**src/hw/hsppm_map.svh**
```systemverilog
// offsets, field positions, reset values and codes of the stack pop and product move unit
`ifndef HSPPM_MAP_SVH
`define HSPPM_MAP_SVH
`define HSPPM_OFF_CMD 12'h000
`define HSPPM_OFF_CFG 12'h004
`define HSPPM_OFF_WAIT 12'h008
`define HSPPM_OFF_PAGE 12'h00C
`define HSPPM_OFF_PRODUCT_REGISTER 12'h010
`define HSPPM_OFF_ACC 12'h014
`define HSPPM_OFF_PUSH 12'h018
`define HSPPM_OFF_STATUS 12'h01C
`define HSPPM_OFF_SEL 12'h020
`define HSPPM_OFF_AUX 12'h024
`define HSPPM_OFF_SRC 12'h028
`define HSPPM_OFF_PEEK 12'h02C
`define HSPPM_CMD_IND 7
`define HSPPM_CMD_OP_LO 8
`define HSPPM_CMD_RPT 10
`define HSPPM_CFG_SAME 4
`define HSPPM_CFG_PM_LO 5
`define HSPPM_CFG_N_LO 8
`define HSPPM_ARU_NONE 3'h0
`define HSPPM_ARU_DEC 3'h1
`define HSPPM_ARU_INC 3'h2
`define HSPPM_ARU_RC_SUB 3'h4
`define HSPPM_ARU_SUB0 3'h5
`define HSPPM_ARU_ADD0 3'h6
`define HSPPM_ARU_RC_ADD 3'h7
`define HSPPM_RST_WORD16 16'h0000
`define HSPPM_RST_WORD32 32'h0000_0000
`define HSPPM_STACK_DEPTH 8
`endif

```
**src/hw/hsppm_pkg.sv**
```systemverilog
// types shared by the stack pop and product move unit
`default_nettype none
package hsppm_pkg;
   typedef enum logic [1:0] {OP_LOAD_PRODUCT, OP_POP_ACC, OP_POP_DM, OP_IO_WRITE} hsppm_op_e;
   typedef enum logic [1:0] {LOC_ROM, LOC_DUAL_ACCESS_RAM, LOC_SINGLE_ACCESS_RAM, LOC_EXT} hsppm_loc_e;
   typedef enum {ST_IDLE, ST_RUN} hsppm_state_e;
   typedef struct packed {
      logic we;
      logic [15:0] addr;
      logic [15:0] data;
   } hsppm_dm_wr_s;
   typedef struct packed {
      logic io_strobe_n;
      logic [15:0] addr;
      logic [15:0] data;
   } hsppm_io_wr_s;
endpackage
`default_nettype wire

```
**src/hw/hsppm_unit.sv**
```systemverilog
// stack pop, product move and port write execution unit with apb registers
//
// The register offsets and register access over APB were chosen for this implementation.
`include "hsppm_map.svh"
`default_nettype none
module hsppm_unit (
   input wire logic i_mclk,
   input wire logic i_rst,
   input wire logic i_psel,
   input wire logic i_penable,
   input wire logic i_pwrite,
   input wire logic [11:0] i_paddr,
   input wire logic [31:0] i_pwdata,
   output logic [31:0] o_prdata,
   output logic o_pready,
   output logic o_pslverr,
   output hsppm_pkg::hsppm_dm_wr_s o_dm_wr,
   output hsppm_pkg::hsppm_io_wr_s o_io_wr,
   output logic o_busy
);
   import hsppm_pkg::*;

   hsppm_state_e state;
   logic [15:0] stk [`HSPPM_STACK_DEPTH];
   logic [15:0] aux [8];
   logic [2:0] arp;
   logic [31:0] acc;
   logic [31:0] product_register;
   logic [7:0] cmd_addr;
   hsppm_op_e cmd_op;
   logic cmd_rpt;
   hsppm_loc_e prog_loc;
   hsppm_loc_e oper_loc;
   logic same_blk;
   logic [1:0] pm;
   logic [7:0] rpt_n;
   logic [3:0] wait_p;
   logic [3:0] wait_d;
   logic [3:0] wait_io;
   logic [8:0] dpage;
   logic [15:0] port_addr;
   logic [15:0] src_word;
   logic [2:0] sel;
   logic [15:0] cyc_left;
   logic [15:0] last_cycles;
   logic [15:0] run_cnt;
   logic [7:0] iter_left;
   logic wr_en;
   logic start;
   logic do_it;
   logic pop;
   logic push;
   logic [15:0] eff_addr;
   logic [31:0] next_prdata;
   logic next_pslverr;

   // bit-reversed add or subtract, used for fft-style address walks
   function automatic logic [15:0] rc_step(input logic [15:0] a, input logic [15:0] b, input logic sub);
      logic [15:0] ra;
      logic [15:0] rb;
      logic [15:0] rs;
      logic [15:0] res;
      for (int k = 0; k < 16; k++) begin
         ra[k] = a[15 - k];
         rb[k] = b[15 - k];
      end
      rs = sub ? ra - rb : ra + rb;
      for (int k = 0; k < 16; k++) begin
         res[k] = rs[15 - k];
      end
      return res;
   endfunction

   // cycle count from memory placement, wait states and repeat count
   function automatic logic [15:0] calc_cycles(input hsppm_op_e op, input logic repeat_next, input int nn);
      int p;
      int d;
      int io;
      int r;
      logic pe;
      logic oe;
      logic sh;
      p = int'(wait_p);
      d = int'(wait_d);
      io = int'(wait_io);
      pe = (prog_loc == LOC_EXT);
      oe = (oper_loc == LOC_EXT);
      sh = same_blk && (prog_loc == LOC_SINGLE_ACCESS_RAM) && (oper_loc == LOC_SINGLE_ACCESS_RAM);
      r = 1;
      unique case (op)
         OP_LOAD_PRODUCT, OP_POP_ACC: r = nn + (pe ? p : 0);
         OP_POP_DM: begin
            if (!repeat_next) begin
               r = oe ? (pe ? 4 + d + p : 2 + d) : (pe ? 1 + p : (sh ? 2 : 1));
            end else begin
               r = oe ? (pe ? 2 * nn + 2 + nn * d + p : 2 * nn + nn * d)
                      : (pe ? nn + p : (sh ? nn + 2 : nn));
            end
         end
         OP_IO_WRITE: begin
            if (!repeat_next) begin
               r = oe ? (pe ? 6 + d + io + 2 * p : 3 + d + io)
                      : (pe ? 5 + io + 2 * p : (sh ? 4 + io : 3 + io));
            end else begin
               r = oe ? (pe ? 5 * nn + 1 + nn * d + nn * io + 2 * p : 5 * nn - 2 + nn * d + nn * io)
                      : (pe ? 3 * nn + 3 + nn * io + 2 * p : (sh ? 3 * nn + 1 + nn * io : 3 * nn + nn * io));
            end
         end
      endcase
      return 16'(r);
   endfunction

   // apb decode; a write lands only at the access edge with pready high
   assign wr_en = i_psel && i_penable && o_pready && i_pwrite && !o_pslverr;
   assign start = wr_en && (i_paddr == `HSPPM_OFF_CMD) && (state == ST_IDLE);
   assign do_it = (state == ST_RUN) && (iter_left != 8'h00);
   assign pop = do_it && (cmd_op == OP_POP_ACC || cmd_op == OP_POP_DM);
   assign push = wr_en && (i_paddr == `HSPPM_OFF_PUSH);
   assign eff_addr = cmd_addr[`HSPPM_CMD_IND] ? aux[arp] : {dpage, cmd_addr[6:0]};

   // read mux; unmapped offsets answer zero with an error
   always_comb begin
      next_prdata = `HSPPM_RST_WORD32;
      next_pslverr = 1'b0;
      unique case (i_paddr)
         `HSPPM_OFF_CMD: next_prdata = {21'h000000, cmd_rpt, cmd_op, cmd_addr};
         `HSPPM_OFF_CFG: next_prdata = {16'h0000, rpt_n, 1'b0, pm, same_blk, oper_loc, prog_loc};
         `HSPPM_OFF_WAIT: next_prdata = {20'h00000, wait_io, wait_d, wait_p};
         `HSPPM_OFF_PAGE: next_prdata = {port_addr, 7'h00, dpage};
         `HSPPM_OFF_PRODUCT_REGISTER: next_prdata = product_register;
         `HSPPM_OFF_ACC: next_prdata = acc;
         `HSPPM_OFF_PUSH: next_prdata = {16'h0000, stk[0]};
         `HSPPM_OFF_STATUS: next_prdata = {last_cycles, 12'h000, arp, o_busy};
         `HSPPM_OFF_SEL: next_prdata = {29'h00000000, sel};
         `HSPPM_OFF_AUX: next_prdata = {16'h0000, aux[sel]};
         `HSPPM_OFF_SRC: next_prdata = {16'h0000, src_word};
         `HSPPM_OFF_PEEK: next_prdata = {16'h0000, stk[sel]};
         default: next_pslverr = 1'b1;
      endcase
   end

   // answer one cycle after setup so that every bus output comes from a flop
   always_ff @(posedge i_mclk) begin
      if (i_rst) begin
         o_pready <= 1'b0;
         o_prdata <= `HSPPM_RST_WORD32;
         o_pslverr <= 1'b0;
      end else begin
         o_pready <= i_psel && !i_penable;
         o_prdata <= (i_psel && !i_penable && !i_pwrite) ? next_prdata : `HSPPM_RST_WORD32;
         o_pslverr <= i_psel && !i_penable && next_pslverr;
      end
   end

   // configuration writes; the command word is refused while busy
   always_ff @(posedge i_mclk) begin
      if (i_rst) begin
         cmd_addr <= 8'h00;
         cmd_op <= OP_LOAD_PRODUCT;
         cmd_rpt <= 1'b0;
         prog_loc <= LOC_ROM;
         oper_loc <= LOC_DUAL_ACCESS_RAM;
         same_blk <= 1'b0;
         pm <= 2'h0;
         rpt_n <= 8'h01;
         wait_p <= 4'h0;
         wait_d <= 4'h0;
         wait_io <= 4'h0;
         dpage <= 9'h000;
         port_addr <= `HSPPM_RST_WORD16;
         src_word <= `HSPPM_RST_WORD16;
         sel <= 3'h0;
         product_register <= `HSPPM_RST_WORD32;
      end else if (wr_en) begin
         unique case (i_paddr)
            `HSPPM_OFF_CMD: begin
               if (state == ST_IDLE) begin
                  cmd_addr <= i_pwdata[7:0];
                  cmd_op <= hsppm_op_e'(i_pwdata[`HSPPM_CMD_OP_LO +: 2]);
                  cmd_rpt <= i_pwdata[`HSPPM_CMD_RPT];
               end
            end
            `HSPPM_OFF_CFG: begin
               prog_loc <= hsppm_loc_e'(i_pwdata[1:0]);
               oper_loc <= hsppm_loc_e'(i_pwdata[3:2]);
               same_blk <= i_pwdata[`HSPPM_CFG_SAME];
               pm <= i_pwdata[`HSPPM_CFG_PM_LO +: 2];
               rpt_n <= i_pwdata[`HSPPM_CFG_N_LO +: 8];
            end
            `HSPPM_OFF_WAIT: begin
               wait_p <= i_pwdata[3:0];
               wait_d <= i_pwdata[7:4];
               wait_io <= i_pwdata[11:8];
            end
            `HSPPM_OFF_PAGE: begin
               dpage <= i_pwdata[8:0];
               port_addr <= i_pwdata[31:16];
            end
            `HSPPM_OFF_PRODUCT_REGISTER: product_register <= i_pwdata;
            `HSPPM_OFF_SEL: sel <= i_pwdata[2:0];
            `HSPPM_OFF_SRC: src_word <= i_pwdata[15:0];
            default: ;
         endcase
      end
   end

   // sequencer: busy for exactly the computed count, one effect per repeat
   always_ff @(posedge i_mclk) begin
      if (i_rst) begin
         state <= ST_IDLE;
         o_busy <= 1'b0;
         cyc_left <= `HSPPM_RST_WORD16;
         last_cycles <= `HSPPM_RST_WORD16;
         iter_left <= 8'h00;
         run_cnt <= `HSPPM_RST_WORD16;
      end else if (start) begin
         state <= ST_RUN;
         o_busy <= 1'b1;
         cyc_left <= calc_cycles(hsppm_op_e'(i_pwdata[`HSPPM_CMD_OP_LO +: 2]), i_pwdata[`HSPPM_CMD_RPT],
                                 (i_pwdata[`HSPPM_CMD_RPT] && rpt_n != 8'h00) ? int'(rpt_n) : 1);
         last_cycles <= calc_cycles(hsppm_op_e'(i_pwdata[`HSPPM_CMD_OP_LO +: 2]), i_pwdata[`HSPPM_CMD_RPT],
                                    (i_pwdata[`HSPPM_CMD_RPT] && rpt_n != 8'h00) ? int'(rpt_n) : 1);
         iter_left <= (i_pwdata[`HSPPM_CMD_RPT] && rpt_n != 8'h00) ? rpt_n : 8'h01;
         run_cnt <= `HSPPM_RST_WORD16;
      end else if (state == ST_RUN) begin
         run_cnt <= run_cnt + 16'h0001;
         if (iter_left != 8'h00) begin
            iter_left <= iter_left - 8'h01;
         end
         if (cyc_left <= 16'h0001) begin
            state <= ST_IDLE;
            o_busy <= 1'b0;
         end else begin
            cyc_left <= cyc_left - 16'h0001;
         end
      end
   end

   // accumulator; no status flags exist here, so none are touched
   always_ff @(posedge i_mclk) begin
      if (i_rst) begin
         acc <= `HSPPM_RST_WORD32;
      end else if (do_it && cmd_op == OP_LOAD_PRODUCT) begin
         unique case (pm)
            2'h0: acc <= product_register;
            2'h1: acc <= {product_register[30:0], 1'b0};
            2'h2: acc <= {product_register[27:0], 4'h0};
            2'h3: acc <= 32'($signed(product_register) >>> 6);
         endcase
      end else if (do_it && cmd_op == OP_POP_ACC) begin
         acc <= {16'h0000, stk[0]};
      end
   end

   // eight-entry stack, index 0 is the top; the software push port only feeds it
   for (genvar i = 0; i < `HSPPM_STACK_DEPTH; i++) begin : g_stack
      always_ff @(posedge i_mclk) begin
         if (i_rst) begin
            stk[i] <= `HSPPM_RST_WORD16;
         end else if (pop) begin
            // bottom keeps its word, so repeated pops replicate it upward
            stk[i] <= (i == `HSPPM_STACK_DEPTH - 1) ? stk[i] : stk[(i + 1) % `HSPPM_STACK_DEPTH];
         end else if (push) begin
            stk[i] <= (i == 0) ? i_pwdata[15:0] : stk[(i + `HSPPM_STACK_DEPTH - 1) % `HSPPM_STACK_DEPTH];
         end
      end
   end

   // aux registers and pointer; indirect accesses update after use
   always_ff @(posedge i_mclk) begin
      if (i_rst) begin
         arp <= 3'h0;
         for (int k = 0; k < 8; k++) begin
            aux[k] <= `HSPPM_RST_WORD16;
         end
      end else if (do_it && cmd_addr[`HSPPM_CMD_IND] && (cmd_op == OP_POP_DM || cmd_op == OP_IO_WRITE)) begin
         unique case (cmd_addr[6:4])
            `HSPPM_ARU_DEC: aux[arp] <= aux[arp] - 16'h0001;
            `HSPPM_ARU_INC: aux[arp] <= aux[arp] + 16'h0001;
            `HSPPM_ARU_SUB0: aux[arp] <= aux[arp] - aux[0];
            `HSPPM_ARU_ADD0: aux[arp] <= aux[arp] + aux[0];
            `HSPPM_ARU_RC_SUB: aux[arp] <= rc_step(aux[arp], aux[0], 1'b1);
            `HSPPM_ARU_RC_ADD: aux[arp] <= rc_step(aux[arp], aux[0], 1'b0);
            default: ; // no change, including the unused code 3
         endcase
         if (cmd_addr[3]) begin
            arp <= cmd_addr[2:0];
         end
      end else if (wr_en && i_paddr == `HSPPM_OFF_AUX) begin
         aux[sel] <= i_pwdata[15:0];
      end
   end

   // memory and port write strobes, one cycle per repeat
   always_ff @(posedge i_mclk) begin
      if (i_rst) begin
         o_dm_wr <= '0;
         o_io_wr <= '{io_strobe_n: 1'b1, addr: 16'h0000, data: 16'h0000};
      end else begin
         o_dm_wr.we <= do_it && cmd_op == OP_POP_DM;
         o_dm_wr.addr <= eff_addr;
         o_dm_wr.data <= stk[0];
         o_io_wr.io_strobe_n <= !(do_it && cmd_op == OP_IO_WRITE);
         o_io_wr.addr <= port_addr;
         o_io_wr.data <= src_word;
      end
   end

   a_pac_no_shift: assert property (@(posedge i_mclk) disable iff (i_rst)
      do_it && cmd_op == OP_LOAD_PRODUCT && pm == 2'h0 |=> acc == $past(product_register))
      else $error("product not copied unshifted");
   a_pac_shift_four: assert property (@(posedge i_mclk) disable iff (i_rst)
      do_it && cmd_op == OP_LOAD_PRODUCT && pm == 2'h2 |=> acc == {$past(product_register[27:0]), 4'h0})
      else $error("product shift by four wrong");
   a_pop_acc_word: assert property (@(posedge i_mclk) disable iff (i_rst)
      do_it && cmd_op == OP_POP_ACC |=> acc[31:16] == 16'h0000 && acc[15:0] == $past(stk[0]))
      else $error("pop to accumulator wrong");
   a_stack_bottom_kept: assert property (@(posedge i_mclk) disable iff (i_rst)
      pop |=> stk[7] == $past(stk[7]) && stk[6] == $past(stk[7]) && stk[0] == $past(stk[1]))
      else $error("stack did not shift up");
   a_pop_to_data_memory_write_top: assert property (@(posedge i_mclk) disable iff (i_rst)
      do_it && cmd_op == OP_POP_DM |=> o_dm_wr.we && o_dm_wr.data == $past(stk[0]))
      else $error("pop to memory data wrong");
   a_direct_offset: assert property (@(posedge i_mclk) disable iff (i_rst)
      do_it && cmd_op == OP_POP_DM && !cmd_addr[7] |=> o_dm_wr.addr == {$past(dpage), $past(cmd_addr[6:0])})
      else $error("direct address wrong");
   a_io_strobe_low: assert property (@(posedge i_mclk) disable iff (i_rst)
      do_it && cmd_op == OP_IO_WRITE |=> !o_io_wr.io_strobe_n && o_io_wr.addr == $past(port_addr))
      else $error("port write strobe wrong");
   a_busy_length: assert property (@(posedge i_mclk) disable iff (i_rst)
      state == ST_RUN && cyc_left == 16'h0001 |=> !o_busy && run_cnt == last_cycles)
      else $error("busy length differs from cycle count");
   a_pac_single_time: assert property (@(posedge i_mclk) disable iff (i_rst)
      start && i_pwdata[9:8] == 2'h0 && !i_pwdata[10] && prog_loc != LOC_EXT |=> o_busy ##1 !o_busy)
      else $error("single internal load product not one cycle");
   a_product_register_kept: assert property (@(posedge i_mclk) disable iff (i_rst)
      do_it && !(wr_en && i_paddr == `HSPPM_OFF_PRODUCT_REGISTER) |=> product_register == $past(product_register))
      else $error("product register changed");
endmodule
`default_nettype wire

```
**config.mk**
```make
export PLATFORM = sky130hd
export DESIGN_NAME = hsppm_unit
export DESIGN_NICKNAME = d
export VERILOG_FILES = /design/src/hw/hsppm_pkg.sv /design/src/hw/hsppm_unit.sv
export VERILOG_INCLUDE_DIRS = /design/src /design/src/hw
export SDC_FILE = /design/constraint.sdc
export NUM_CORES = 2
export LEC_CHECK = 0
export ABC_AREA = 1
export BUFFER_PORTS_ARGS = -buffer_cell sky130_fd_sc_hd__buf_4
export CORE_AREA = 2 2 210 295
export DETAILED_ROUTE_END_ITERATION = 16
export DIE_AREA = 0 0 212 297
export PLACE_DENSITY = 0.8
export SETUP_SLACK_MARGIN = 0.4
export SLEW_MARGIN = 20
export SYNTH_ARGS = -nofsm -noshare
export SYNTH_HDL_FRONTEND = slang
export SYNTH_SLANG_ARGS = --single-unit
```
**constraint.sdc**
```tcl
create_clock -name i_mclk -period 8.1 [get_ports i_mclk]
set_input_delay 2.025 -clock i_mclk [delete_from_list [all_inputs] [get_ports i_mclk]]
set_output_delay 2.025 -clock i_mclk [all_outputs]
set_load 0.005 [all_outputs]
```
==> impl_metrics.ini <==
[outcome]
outcome = finished clean

[routing]
ant_nets = 0
first_pass_iters = 7
post_drt_via_cell_ratio = 6.45
wl_mm = 146
drt_iter0_drc = 5581
drc = 0
wl_per_cell_um = 24.2
num_vias = 38827

[synthesis]
avgSynthCellArea_um2 = 7.51
synth_area_leaders = edfxtp_1, dfxtp_1, o21ai_0
synth_ff_type = dfxtp_1
synth.largest_area_cell = edfxtp_1
synthArstFlopShare = 0
synth_warnings = 0
yosysTopAreaCellShare = 0.201
yosysSeqAreaShare = 0.355
synth_cell_types = 54
ys_ff_latch = 551
synth_edf_count = 256
syn_area_um2 = 38300
synthCells = 5101

[floorplan]
rows = 107
die_x_um = 212
start_util = 0.635
die_area_um2 = 63000
core_area_um2 = 60400
dieHeight_um = 297
ioPinCount = 150

[power]
ir_drop_mv = 0.215
p_seq_frac = 0.485
p_comb_frac = 0.053
p_clk_frac = 0.462
p_sw_w = 0.00148
p_per_area_nw_per_um2 = 145
p_sw_frac = 0.241
internal-power_w = 0.00465
leakage_nw = 18.5

[sta]
finClkSkew_ps = 53.4
post-route-period-util = 0.921
worst_slack_ps = 639
hold_viol = 0
slew-limit-headroom = 0.110
worst_pin_slew_ps = 1300
rsz0062_at_grt = false
setup_violations = 0
final_max_slew_viol_count = 0
max_clock_freq_mhz = 134
fin_crit_ps = 7460
setup-tns-final_ps = 0

[hold_path]
holdCritPathClass = flip-flop to flip-flop
hold_depth = 2

[worst_setup_path]
r2r_cells = 31
worst_path_max_delay_cell = fa_1
crit_path_end_kind = flip-flop
crit_top_cell = nand2_1
path_max_fanout = 7
required_ps = 8650
path_class = input port to flip-flop
cp-start-kind = input port
critical_path.top_delay_family = adder cells
crit_buf_inv = 6
worstPathArrival_ps = 8010
critical_path_depth = 28
crit_path_max_incr_delay_ps = 990

[global_route]
grt.total_usage = 0.457
grt_start_max_net_pins = 104
met3_usage = 0.101
grt.met2_usage = 0.718
grt_pass1_wl_mm = 218
top_usage_layer = met2
grt_use_met1 = 0.508
grt_pass1_vias = 37197
antenna_found_initial = 6
grt_remaining_overflow = 0

[clock_network]
cts_resized = 0
cts.sink_count = 551
cts_root_buffer = clkbuf_16
holdBufCountCts = 0
cts_buffers = 54
cts_max_path_buffers = 3
htreeDepth = 2
clkLatencyLatePin_ps = 650
cts_tree = done
clk_pin_slew_ps = 80
cts_setup_buffers = 0

[flow_run]
cap_violations = 0

[placed_design]
preCtsSetupSlack_ps = 302
numPortBuffers = 149
gp_congestion = 1.06
dp_hpwl_mm = 106

[cells_and_area]
final_common_cell = nand2_1
layout-drive-gt1-share = 0.0794
syn2layout_area_growth_pct = 10.3
fillers = 5131
nets = 5526
final_cell_mix = nand2_1, inv_1, o21ai_0, nor2_1, a21oi_1
[state kept, by name, indices dropped and copies added, names as in the netlist, 8 cells and up, named ones only]
name / flops
last_cycles: 15
stk: 128
product_register: 32
o_io_wr: 33
port_addr: 16
o_prdata: 32
cmd_addr: 8
cyc_left: 16
o_dm_wr: 33
rpt_n: 8
aux: 128
iter_left: 8
src_word: 16
dpage: 9
acc: 32
[cell usage after synthesis (77+ instances only)]
cell,number
a21oi_1,515
clkbuf_1,213
dfxtp_1,295
edfxtp_1,256
fa_1,82
ha_1,242
inv_1,637
nand2_1,752
nand3_1,215
nor2_1,542
o21ai_0,614
o22ai_1,126
xor2_1,77
[cell families (layout without fill, tap and decap cells)]
logic type               after synthesis  in the layout  share of synthesized area
AND/OR/NAND/NOR                     1647           1647                      0.179
other                                  1              5                  0.0000979
buffers and inverters                905           1001                     0.0891
XOR/XNOR                             115            115                     0.0263
flip-flops                           551            551                      0.355
AO/OA/AOI/OAI                       1558           1558                      0.229
adder cells (fa/ha/maj)              324            324                      0.122
[power by group through the flow]
| stage | Clock, W | Combinational, W | Sequential, W |
|---|---|---|---|
| 6_report | 0.00283 | 0.000325 | 0.00298 |
| 5_1_grt | 0.00291 | 0.000345 | 0.00298 |
| 4_1_cts | 0.00282 | 0.000311 | 0.00297 |
| 3_5_place_dp | 0 | 0.000309 | 0.00304 |
| 3_3_place_gp | 0 | 0.000307 | 0.00303 |
| 2_1_floorplan | 0 | 0.000184 | 0.00303 |
[worst min-delay path, stage by stage, from the launching register on]
cell and delay, ps:
dfxtp_1 310, inv_1 70, nor2_1 40
[per-layer routing]
metal  part of all wire  vias to the layer above
met2               0.45                     2625
met3               0.11                      805
met4               0.12                        0
met1               0.33                    17850
met5                  0                        -
li1                   -                    17547
[layout make-up]
type,count,area (µm²),area share
multi-input combinational,3647,21400,0.506
sequential,551,13600,0.322
inverter,664,2500,0.0591
timing repair buffer,235,1790,0.0423
clock buffer,64,1470,0.0348
tap,817,1020,0.0242
clock inverter,38,513,0.0121
antenna,2,5.00,0.000118
[per-stage QoR]
| stage | instance area, µm² | hold slack (ps) | power (W) | std cells | utilization |
|---|---|---|---|---|---|
| floorplan | 38300 | 425 | 0.00321 | 5103 | - |
| global placement | 40300 | 445 | 0.00334 | 5914 | 0.667 |
| detailed placement | 40300 | 450 | 0.00334 | 5914 | 0.667 |
| CTS | 42300 | 461 | 0.00610 | 6016 | 0.700 |
| global route | 42300 | 490 | 0.00624 | 6016 | 0.700 |
| finish | 42300 | 458 | 0.00613 | 6018 | 0.700 |
[worst paths after layout]
| kind | startpoint | endpoint | slack (ps) |
|---|---|---|---|
| max | i_pwdata[10] | last_cycles[7]$_SDFFE_PP0P_ | 640 |
| min | port_addr[8]$_SDFFE_PP0P_ | o_io_wr[24]$_SDFF_PP0_ | 460 |
| max reg2reg | rpt_n[0]$_SDFFE_PP1P_ | last_cycles[7]$_SDFFE_PP0P_ | 1140 |
| min reg2reg | port_addr[8]$_SDFFE_PP0P_ | o_io_wr[24]$_SDFF_PP0_ | 460 |
No activity file was read; power rests on OpenSTA's default activity.
